File: src/common/ard_regs.svh
// constants for the auto-rate measurement block
`ifndef ARD_REGS_SVH
`define ARD_REGS_SVH
`define ARD_DIV_W 16
`define ARD_DIV_ZERO 16'h0000
`define ARD_DIV_MAX 16'hFFFF
`define ARD_EDGE_W 3
`define ARD_EDGE_FIRST 3'h1
`define ARD_EDGE_LAST 3'h5
`define ARD_PRE_W 9
`define ARD_PRE_512 9'h1FF
`define ARD_PRE_128 9'h07F
`define ARD_PRE_32 9'h01F
`define ARD_PRE_ZERO 9'h000
`endif

File: src/common/ard_pkg.sv
// types for the auto-rate measurement block
package ard_pkg;
   typedef enum logic [3:0] {
      ARD_IDLE = 4'h1,
      ARD_WAIT_START = 4'h2,
      ARD_WAIT_RISE = 4'h4,
      ARD_COUNT = 4'h8
   } ard_state_type;
   typedef struct packed {
      logic wide_divisor_select;
      logic high_speed_select;
   } ard_clk_cfg_type;
   typedef struct packed {
      logic [7:0] rate_divisor_high;
      logic [7:0] rate_divisor_low;
   } ard_divisor_type;
endpackage

File: src/core/ard_measure.sv
// auto-rate measurement engine for the serial rate generator
`timescale 1ns/1ns
`default_nettype none
`include "ard_regs.svh"
module ard_measure
   import ard_pkg::*;
(
   // clock and reset
   input wire logic sys_clk,
   input wire logic sys_rst,
   input wire logic clk_en,
   // serial line
   input wire logic rx_in,
   // configuration
   input wire logic async_mode,
   input wire logic wake_on_rx_enable,
   input wire ard_clk_cfg_type clk_cfg,
   // software strobes
   input wire logic measure_enable_set,
   input wire logic measure_enable_clear,
   input wire logic rollover_set,
   input wire logic rollover_clear,
   input wire logic divisor_write,
   input wire ard_divisor_type divisor_wdata,
   input wire logic wake_break_done,
   input wire logic rx_holding_read,
   // status
   output logic rate_measure_enable,
   output logic measure_rollover_flag,
   output logic rx_ready_flag,
   output logic rx_hold_idle,
   output logic rate_timer_reset,
   output ard_divisor_type divisor
);
   ard_state_type state;
   ard_state_type next_state;
   logic [`ARD_PRE_W-1:0] prescale;
   logic [`ARD_EDGE_W-1:0] edge_count;
   logic rx_prev;
   logic break_seen;
   wire logic rx_level;

   ard_rx_filter u_filter (
      .sys_clk(sys_clk),
      .sys_rst(sys_rst),
      .clk_en(clk_en),
      .rx_in(rx_in),
      .rx_level(rx_level)
   );

   function automatic logic [`ARD_PRE_W-1:0] tick_limit(input ard_clk_cfg_type c);
      unique case ({c.wide_divisor_select, c.high_speed_select})
         2'h0: tick_limit = `ARD_PRE_512;
         2'h3: tick_limit = `ARD_PRE_32;
         default: tick_limit = `ARD_PRE_128;
      endcase
   endfunction

   // allowed only in async, and with wake enabled only after the break
   wire logic allowed = async_mode & (~wake_on_rx_enable | break_seen);
   wire logic rx_rise = rx_level & ~rx_prev;
   wire logic rx_fall = ~rx_level & rx_prev;
   // tick = one eighth of the normal generator clock
   wire logic tick = (prescale == tick_limit(clk_cfg));
   wire logic counting = (state == ARD_COUNT);
   wire logic last_edge = counting & rx_rise & (edge_count == `ARD_EDGE_LAST - `ARD_EDGE_FIRST);
   wire logic wrap = counting & tick & (divisor == `ARD_DIV_MAX) & ~last_edge;
   wire logic measuring = (state != ARD_IDLE);

   always_comb begin
      next_state = state;
      unique case (state)
         ARD_IDLE: if (rate_measure_enable && allowed) next_state = ARD_WAIT_START;
         ARD_WAIT_START: if (rx_fall) next_state = ARD_WAIT_RISE;
         ARD_WAIT_RISE: if (rx_rise) next_state = ARD_COUNT;
         ARD_COUNT: if (last_edge) next_state = ARD_IDLE;
         default: next_state = ARD_IDLE;
      endcase
      if (!rate_measure_enable) next_state = ARD_IDLE;
   end

   always_ff @(posedge sys_clk) begin
      if (sys_rst) begin
         state <= ARD_IDLE;
         prescale <= `ARD_PRE_ZERO;
         edge_count <= `ARD_EDGE_W'(0);
         rx_prev <= 1'h1;
         break_seen <= 1'h0;
      end else if (clk_en) begin
         state <= next_state;
         rx_prev <= rx_level;
         if (wake_break_done) break_seen <= 1'h1;
         else if (!rate_measure_enable) break_seen <= 1'h0;
         prescale <= (!counting || tick) ? `ARD_PRE_ZERO : prescale + 1'b1;
         // the first rise is counted on entry, so the fifth arrives at a count of four
         if (state == ARD_WAIT_RISE) edge_count <= `ARD_EDGE_FIRST;
         else if (counting && rx_rise) edge_count <= edge_count + 1'b1;
      end
   end

   always_ff @(posedge sys_clk) begin
      if (sys_rst) begin
         divisor <= ard_divisor_type'(`ARD_DIV_ZERO);
         rate_measure_enable <= 1'h0;
         measure_rollover_flag <= 1'h0;
         rx_ready_flag <= 1'h0;
         rx_hold_idle <= 1'h0;
         rate_timer_reset <= 1'h0;
      end else if (clk_en) begin
         rx_hold_idle <= measuring;
         rate_timer_reset <= divisor_write;
         if (last_edge) rate_measure_enable <= 1'h0;
         else if (measure_enable_set) rate_measure_enable <= 1'h1;
         else if (measure_enable_clear) rate_measure_enable <= 1'h0;
         // hardware set wins over software clear
         if (wrap || rollover_set) measure_rollover_flag <= 1'h1;
         else if (rollover_clear) measure_rollover_flag <= 1'h0;
         if (last_edge) rx_ready_flag <= 1'h1;
         else if (rx_holding_read) rx_ready_flag <= 1'h0;
         if (state == ARD_IDLE && rate_measure_enable && allowed)
            divisor <= ard_divisor_type'(`ARD_DIV_ZERO);
         else if (counting && tick && !last_edge)
            divisor <= divisor + 1'b1;
         else if (!measuring && divisor_write)
            divisor <= divisor_wdata;
      end
   end
endmodule
`default_nettype wire

File: src/core/ard_rx_filter.sv
// three-sample majority filter for the receive line
`timescale 1ns/1ns
`default_nettype none
module ard_rx_filter
   import ard_pkg::*;
(
   // clock and reset
   input wire logic sys_clk,
   input wire logic sys_rst,
   input wire logic clk_en,
   // line
   input wire logic rx_in,
   output logic rx_level
);
   logic [2:0] samples;
   wire logic vote;
   assign vote = (samples[0] & samples[1]) | (samples[1] & samples[2]) | (samples[0] & samples[2]);
   always_ff @(posedge sys_clk) begin
      if (sys_rst) begin
         samples <= 3'h7;
         rx_level <= 1'h1;
      end else if (clk_en) begin
         samples <= {samples[1:0], rx_in};
         rx_level <= vote;
      end
   end
endmodule
`default_nettype wire

File: config.mk
export PLATFORM = sky130hd
export DESIGN_NAME = ard_measure
export DESIGN_NICKNAME = d
export VERILOG_FILES = /design/src/common/ard_pkg.sv /design/src/core/ard_measure.sv /design/src/core/ard_rx_filter.sv
export VERILOG_INCLUDE_DIRS = /design/src /design/src/common
export SDC_FILE = /design/constraint.sdc
export NUM_CORES = 1
export LEC_CHECK = 0
export BUFFER_PORTS_ARGS = -buffer_cell sky130_fd_sc_hd__buf_2
export CAP_MARGIN = 20
export CELL_PAD_IN_SITES_DETAIL_PLACEMENT = 0
export CELL_PAD_IN_SITES_GLOBAL_PLACEMENT = 1
export CORE_MARGIN = 2
export CORE_UTILIZATION = 30
export CTS_CLUSTER_SIZE = 10
export DETAILED_ROUTE_END_ITERATION = 8
export HOLD_SLACK_MARGIN = 0.15
export PLACE_DENSITY_LB_ADDON = 0.1
export SLEW_MARGIN = 20
export SYNTH_ARGS = -nofsm -noshare
export SYNTH_HDL_FRONTEND = slang
export SYNTH_SLANG_ARGS = --single-unit
File: constraint.sdc
create_clock -name sys_clk -period 3.8 [get_ports sys_clk]
set_input_delay 0.76 -clock sys_clk [delete_from_list [all_inputs] [get_ports sys_clk]]
set_output_delay 0.76 -clock sys_clk [all_outputs]
set_load 0.005 [all_outputs]
[Yosys cells after proc, flatten, opt, wreduce, memory -nomap -nowiden]
Index checks and enable logic that the tools add are counted.
Storage, ports and cells
  output and inout port bits: 21
  bits of input ports: 31
  logic and storage cells: 96
  bits in registers: 43
Operators by class
  equality and inequality tests: 14
  muxes and demuxes: 22
  $add $sub $neg: 3
  bitwise gates (word level): 18
  reduce and logical (&&, ||, !) cells: 25
Operators by type and width (number)
  16-bit 2-to-1 mux: 3
  4-bit 2-to-1 mux: 5
  9-bit case mux with 2 select lines: 1
  16-bit by 1-bit adder with 16-bit output, second input constant: 1
  16-bit == test, second input constant: 1
  4-bit case mux with 4 select lines: 1
  2-bit AND reduction: 6
  1-bit bitwise AND: 11
  9-bit by 1-bit adder with 9-bit output, second input constant: 1
  9-bit == test: 1
  1-bit 2-to-1 mux: 9
  9-bit 2-to-1 mux: 1
  3-bit inequality test, second input constant: 3
  1-bit logical AND: 7
  3-bit 2-to-1 mux: 2
  2-bit nonzero test: 3
  3-bit nonzero test: 2
  5-bit AND reduction: 1
  4-bit by 1-bit == test with 1-bit output, second input constant: 1
  4-bit by 2-bit == test with 1-bit output, second input constant: 1
  4-bit by 3-bit == test with 1-bit output, second input constant: 1
  4-bit == test, second input constant: 1
  4-bit by 1-bit inequality test with 1-bit output, second input constant: 1
  1-bit inverter: 4
  9 further kinds: 14

[Logic depth before layout (Yosys ltp)]
Gate-level depths: netlist of the first run.
  depth after elaboration: 9
  mapped depth: 8
  gate-level depth less buffers: 6

[Modules after synthesis]
Synthesis of the first run repeated with hierarchy kept, for this count alone.
Second synthesis, totals
  cell total of the unflattened synthesis: 275
  area total of the unflattened synthesis: 2308.5 um2
Modules (own cells, without submodules)
  ard_measure: instances 1, sequential area each 780.7 um2, cells each 262, area an instance 2155.8 um2
  ard_rx_filter: instances 1, sequential area each 80.1 um2, cells each 13, area an instance 152.6 um2

[Least setup slack after synthesis of the first run]
Ideal clock, no wire load.
  path type: input to register
  start: input port sys_rst
  end: register divisor[13] in the netlist's numbering
  path slack: 1.554 ns
  buffers on the path: 3
  arrival time: 2.153 ns
  data required time: 3.707 ns
  setup time: 0.093 ns
  stages: 8
  cell sequence: clkbuf_1 -> nand2b_1 -> a31oi_1 -> and3_1 -> clkbuf_1 -> buf_2 -> nand2_1 -> o311ai_2
RTL lines
  start: declaration: line ard_measure.sv:10  | input wire logic sys_rst,
  end signal: assignment: line ard_measure.sv:103  | divisor <= ard_divisor_type'(`ARD_DIV_ZERO);
  end signal: assignment: line ard_measure.sv:121  | divisor <= ard_divisor_type'(`ARD_DIV_ZERO);
  end signal: assignment: line ard_measure.sv:123  | divisor <= divisor + 1'b1;
  end: declaration: line ard_measure.sv:33  | output ard_divisor_type divisor

==> results.yml, run 1 <==
pwr:
  p_leak_nw: 1.116
  power_mw: 0.8905
  p_per_area_mw_per_mm2: 313.4
  vdd_drop_max_v: 0.0001215
timing:
  fin_crit_ns: 2.455
  finalSetupTns_ns: 0
  period_share_pct: 64.60
  fin_skew_ns: 0.004454
  slew_headroom_pct: 46.56
  final_hold_viol_count: 0
  setup_viol: 0
  rsz0062_at_grt: "false"
  fmax_ghz: 0.4074
  worst_slew_pin_slew_ns: 0.7993
  final-max-slew-violation-count: 0
finish:
  final_cell_mix: "buf_2 (51), dfxtp_1 (43), nand2_1 (30)"
  fin_nets: 372
  drive_gt1_share_pct: 21.89
  layout_commonest_cell: "buf_2"
  area_growth_pct: 18.47
  antenna_cells: 0
cts:
  ctsResizeCount: 0
  cts_sinks: 43
  holdBufCountCts: 0
  cts_setup_buffers: 0
  cts_made_buffers: 5
  htreeDepth: 2
  cts_buffer_depth: 2
  cts_tree: "built"
  cts_root_buf: "clkbuf_8"
  path_clk_slew_ns: 0.08
  clkLatencyLatePin_ns: 0.30
place:
  port_buffers: 51
  hpwl_mm: 4.849
  gp_congestion: 0.7383
logic_synthesis:
  syn_avg_cell_area_um2: 8.387
  synthesis.area_mm2: 0.002399
  synth-edff-count: 0
  synth_nets: 321
  ys_types: 58
  ys_warn_count: 0
  ys.flop_type: "dfxtp_1"
  ys_seq_elements: 43
  synthCells: 286
  synthArstFlopShare_pct: 0
  yosysSeqAreaShare_pct: 35.89
detailed_routing:
  wl_per_cell_um: 15.13
  via_count: 2312
  ant_nets: 0
  firstDrtPassIters: 4
  wirelength_mm: 6.657
  drtIter0Drc: 81
  drc: 0
  routed_via_density: 5.255
global_routing:
  grt_pass1_wl_mm: 11.04
  antenna_found_initial: 0
  track_usage_pct: 15.87
  grt_max_degree: 18
  grt_pass1_vias: 2218
  grt_overflow: 0
die:
  rows: 32
  core_mm2: 0.007727
  die_h_um: 93.42
  io_pins: 52
  start_util_pct: 31.04
  die_w_um: 93.42
  die_area_mm2: 0.008726
setup_path:
  worstPathArrival_ns: 2.66
  cp.required_ns: 4.01
  startpoint_type: "input port"
  reg2reg_depth: 5
  end_kind: "flop"
  r2r-end: "divisor[14]$_SDFFE_PP0P_"
  crit_type: "in2reg"
  reg2reg_from: "state[0]$_SDFFE_PP1P_"
  cp_max_fo: 17
  reg2reg_setup_slack_ns: 1.42
job:
  drv_cap: 0
outcome:
  status: "finished clean"
hold_path:
  min_from: "break_seen$_SDFFE_PP0P_"
  whs_path_depth: 2
  holdPathEnd: "break_seen$_SDFFE_PP0P_"
  holdCritPathClass: "reg2reg"
-- flip-flops by register name, summed over array words and instances (netlist names) --
signal	count
break_seen	1
divisor	16
edge_count	3
measure_rollover_flag	1
prescale	9
rate_measure_enable	1
rate_timer_reset	1
rx_hold_idle	1
rx_prev	1
rx_ready_flag	1
state	4
u_filter.rx_level	1
u_filter.samples	3
-- synth_stat cells (all sizes together), types with 3 or more instances --
master | number | area, um^2
nor3 | 7 | 35.03
nor2 | 20 | 75.07
buf | 3 | 20.01
mux2i | 7 | 70.07
nand3 | 19 | 95.09
dfxtp | 43 | 860.8
inv | 8 | 30.03
nor4b | 3 | 32.53
a211oi | 3 | 22.52
nor2b | 5 | 31.28
and2 | 3 | 18.77
ha | 4 | 50.05
xor2 | 9 | 78.83
nand2b | 6 | 37.54
o21ai | 16 | 80.07
clkbuf | 7 | 26.28
a22oi | 5 | 37.54
a32oi | 9 | 78.83
o211ai | 3 | 27.52
a21oi | 14 | 73.82
nand2 | 31 | 118.9
nor4 | 4 | 25.02
xnor2 | 4 | 35.03
nand4 | 10 | 62.56
and3 | 9 | 56.30
-- stage by stage --
stage	utilization, %	setup slack (ns)	area, um^2	hold slack (ns)	instances
after floorplan	-	1.554	2399	0.4440	286
after global placement	35.69	0.9159	2758	0.4562	432
after detailed placement	35.69	0.9382	2758	0.4637	432
after CTS	36.77	1.261	2841	0.4772	440
after global routing	36.77	1.116	2841	0.5010	440
final	36.77	1.345	2841	0.4762	440
-- where the power goes --
part | internal (mW) | leakage [nW] | total, mW | switching, mW
registers | 0.467 | 0.350 | 0.488 | 0.0216
clock network | 0.126 | 0.0477 | 0.292 | 0.166
logic | 0.0508 | 0.718 | 0.110 | 0.0591
-- metal layers --
metal / share of wire, % / vias up / track usage, %
li1: - / 1181 / -
met1: 48 / 1080 / 20.97
met2: 46 / 44 / 25.84
met3: 4.5 / 7 / 3.143
met4: 0.99 / 0 / 5.270
met5: 0 / - / 0
-- worst max path at each step --
stage / to / slack, ns / start / cells after the start
5_1_grt: divisor[13]$_SDFFE_PP0P_ / 1.12 / sys_rst / 6
6_report: divisor[13]$_SDFFE_PP0P_ / 1.35 / sys_rst / 6
3_3_place_gp: divisor[13]$_SDFFE_PP0P_ / 0.92 / sys_rst / 6
4_1_cts: divisor[13]$_SDFFE_PP0P_ / 1.26 / sys_rst / 6
2_1_floorplan: divisor[13]$_SDFFE_PP0P_ / 1.55 / sys_rst / 8
3_5_place_dp: divisor[13]$_SDFFE_PP0P_ / 0.94 / sys_rst / 6
-- area by class of cell --
type | count | area, um^2
clock buffer | 5 | 68.82
clock inverter | 3 | 15.01
fill | 861 | 4886
inverter | 9 | 33.78
multi-input combinational | 224 | 1458
sequential | 43 | 860.8
tap | 102 | 127.6
timing repair buffer | 54 | 277.8
-- kinds of logic (layout without fill, tap and decap cells) --
group	after synthesis	after routing	synth area share (%)
mux	7	7	2.921
buf+inv	19	71	3.338
compound gates	74	74	23.32
flops	43	43	35.89
xor+xnor	13	13	4.747
fa+ha+maj	4	4	2.087
simple gates	126	126	27.70
-- critical path: stages --
cell and delay, ns:
buf_2 0.21, nand2b_1 0.24, a31oi_1 0.58, and3_1 0.60, nand2_1 0.17, o311ai_2 0.10
Note: power is estimated with default switching activity, not from simulation.
==> inputs of run 2 (changes only) <==
Clock period 3.8 ns to 2.55 ns, I/O delays scaled along.
==> run 2 against run 1 <==
- register-to-register slack worse by 1.1 ns
- worst setup slack got worse by 0.98 ns
- final cell count is 1.8% higher
- core utilization rose by 1.1 points
- die area stayed put
- highest routed layer unchanged
- routed wire length grew 2.0%
- critical path type is now reg2reg
- flip-flop and latch count unchanged
- sequential power grew 49%
==> results.yml, run 2 (synthesis results as in run 1) <==
detailed_routing:
  firstDrtPassIters: 4
  ant_nets: 0
  wirelength_mm: 6.792
  via_count: 2337
  drtIter0Drc: 68
  wl_per_cell_um: 15.16
  drc: 0
  routed_via_density: 5.217
setup_path:
  reg2reg_setup_slack_ns: 0.36
  cp_max_fo: 9
  startpoint_type: "flop"
  end_kind: "flop"
  worstPathArrival_ns: 2.41
  worst_path_largest_cell_delay_ns: 0.56
  crit_path_top_delay_cell: "or4b_4"
  path_cells: "or4b_4 -> a311o_1 -> a2111oi_0 -> a22oi_1 -> o311ai_2"
  crit_type: "reg2reg"
  reg2reg_from: "state[0]$_SDFFE_PP1P_"
  reg2reg_depth: 5
  r2r-end: "divisor[13]$_SDFFE_PP0P_"
  cp.required_ns: 2.77
  startpoint: "state[0]$_SDFFE_PP1P_"
  critPathCapture: "divisor[13]$_SDFFE_PP0P_"
cts:
  path_clk_slew_ns: 0.09
  cts_buffer_depth: 2
  cts_root_buf: "clkbuf_8"
  clkLatencyLatePin_ns: 0.30
  htreeDepth: 2
  cts_sinks: 43
  cts_made_buffers: 5
  cts_tree: "built"
  ctsResizeCount: 0
  holdBufCountCts: 0
  cts_setup_buffers: 0
die:
  core_mm2: 0.007727
  die_w_um: 93.42
  die_h_um: 93.42
  rows: 32
  die_area_mm2: 0.008726
  start_util_pct: 31.04
  io_pins: 52
finish:
  drive_gt1_share_pct: 23.41
  fin_nets: 381
  layout_commonest_cell: "buf_2"
  reg.largest.list: "divisor (16), prescale (9), state (4)"
  area_growth_pct: 22.07
  largest_register_ffs: 16
  multiInputGateArea_mm2: 0.001458
  final_cell_mix: "buf_2 (51), dfxtp_1 (43), nand2_1 (30)"
  seq_area_um2: 860.8
  antenna_cells: 0
  n_fill_cell: 825
  regMostFlops: "divisor"
timing:
  period_share_pct: 85.83
  setup_ws_ns: 0.3613
  fin_skew_ns: 0.01089
  fmax_ghz: 0.4569
  final-max-slew-violation-count: 0
  finalSetupTns_ns: 0
  fin_crit_ns: 2.189
  slew_headroom_pct: 47.33
  worst_slew_pin_slew_ns: 0.7866
  rsz0062_at_grt: "false"
  final_hold_viol_count: 0
  setup_viol: 0
place:
  dpl_worst_slack_ns: 0.3358
  gp_congestion: 0.8158
  port_buffers: 51
  hpwl_mm: 5.052
hold_path:
  holdCritPathClass: "in2reg"
global_routing:
  use_met1_pct: 22.45
  grt_pass1_vias: 2193
  track_usage_pct: 16.02
  grt-busiest-layer: "met2"
  use_met3_pct: 3.223
  grt_max_degree: 18
  antenna_found_initial: 0
  grt_pass1_wl_mm: 11.23
  grt_overflow: 0
  use_met2_pct: 25.66
outcome:
  status: "finished clean"
pwr:
  vdd_drop_max_v: 0.0002374
  p_per_area_mw_per_mm2: 486.9
  p_leak_nw: 1.165
job:
  drv_cap: 0
[run 2: cell types whose count changed in the layout (fill, tap and decap cells not counted)]
cell,previous run,this run
buf_4,3,12
clkinv_2,3,0
bufinv_16,0,1
clkbuf_1,0,1
[run 2: critical path: cells and delay by family (launching register included)]
kind / cells / cell delay (ns)
DFF: 1 / 0.38
and+or+nand+nor: 1 / 0.56
AOI/OAI and AO/OA: 4 / 1.17
[run 2: area by class of cell]
class                           count  share of cell area, %
Multi-Input combinational cell    224                  49.79
Sequential cell                    43                  29.40
Timing Repair Buffer               63                  11.79
Tap cell                          102                  4.359
Clock buffer                        6                  2.479
Inverter                            9                  1.154
Clock inverter                      1                  1.026
[run 2: worst min path at each step]
stage | startpoint | to | depth (start not counted)
floorplan | break_seen$_SDFFE_PP0P_ | break_seen$_SDFFE_PP0P_ | 2
global placement | break_seen$_SDFFE_PP0P_ | break_seen$_SDFFE_PP0P_ | 2
detailed placement | break_seen$_SDFFE_PP0P_ | break_seen$_SDFFE_PP0P_ | 2
CTS | divisor_wdata[12] | divisor[12]$_SDFFE_PP0P_ | 3
global route | divisor_wdata[12] | divisor[12]$_SDFFE_PP0P_ | 3
finish | divisor_wdata[12] | divisor[12]$_SDFFE_PP0P_ | 3
[run 2: through the flow]
step | power, mW | instances | hold slack, ns | area (um^2) | util (%)
2_1_floorplan | 0.8304 | 286 | 0.4440 | 2399 | -
3_3_place_gp | 0.9154 | 441 | 0.4621 | 2825 | 36.56
3_5_place_dp | 0.9156 | 441 | 0.4715 | 2825 | 36.56
4_1_cts | 1.443 | 448 | 0.3950 | 2928 | 37.89
5_1_grt | 1.491 | 448 | 0.4024 | 2928 | 37.89
6_report | 1.426 | 448 | 0.3978 | 2928 | 37.89
[run 2: power by group]
group | switching [mW] | total [mW] | internal, mW | leakage [nW]
sequential | 0.0313 | 0.727 | 0.696 | 0.350
clock | 0.240 | 0.528 | 0.288 | 0.0513
combinational | 0.0897 | 0.171 | 0.0808 | 0.763
[run 2: layer usage]
| layer | vias up | wire length (um) | share of wire (%) |
|---|---|---|---|
| met4 | 0 | 39 | 0.57 |
| met2 | 35 | 3100 | 46 |
| met5 | - | 0 | 0 |
| met1 | 1104 | 3403 | 50 |
| li1 | 1193 | - | - |
| met3 | 5 | 248 | 3.7 |
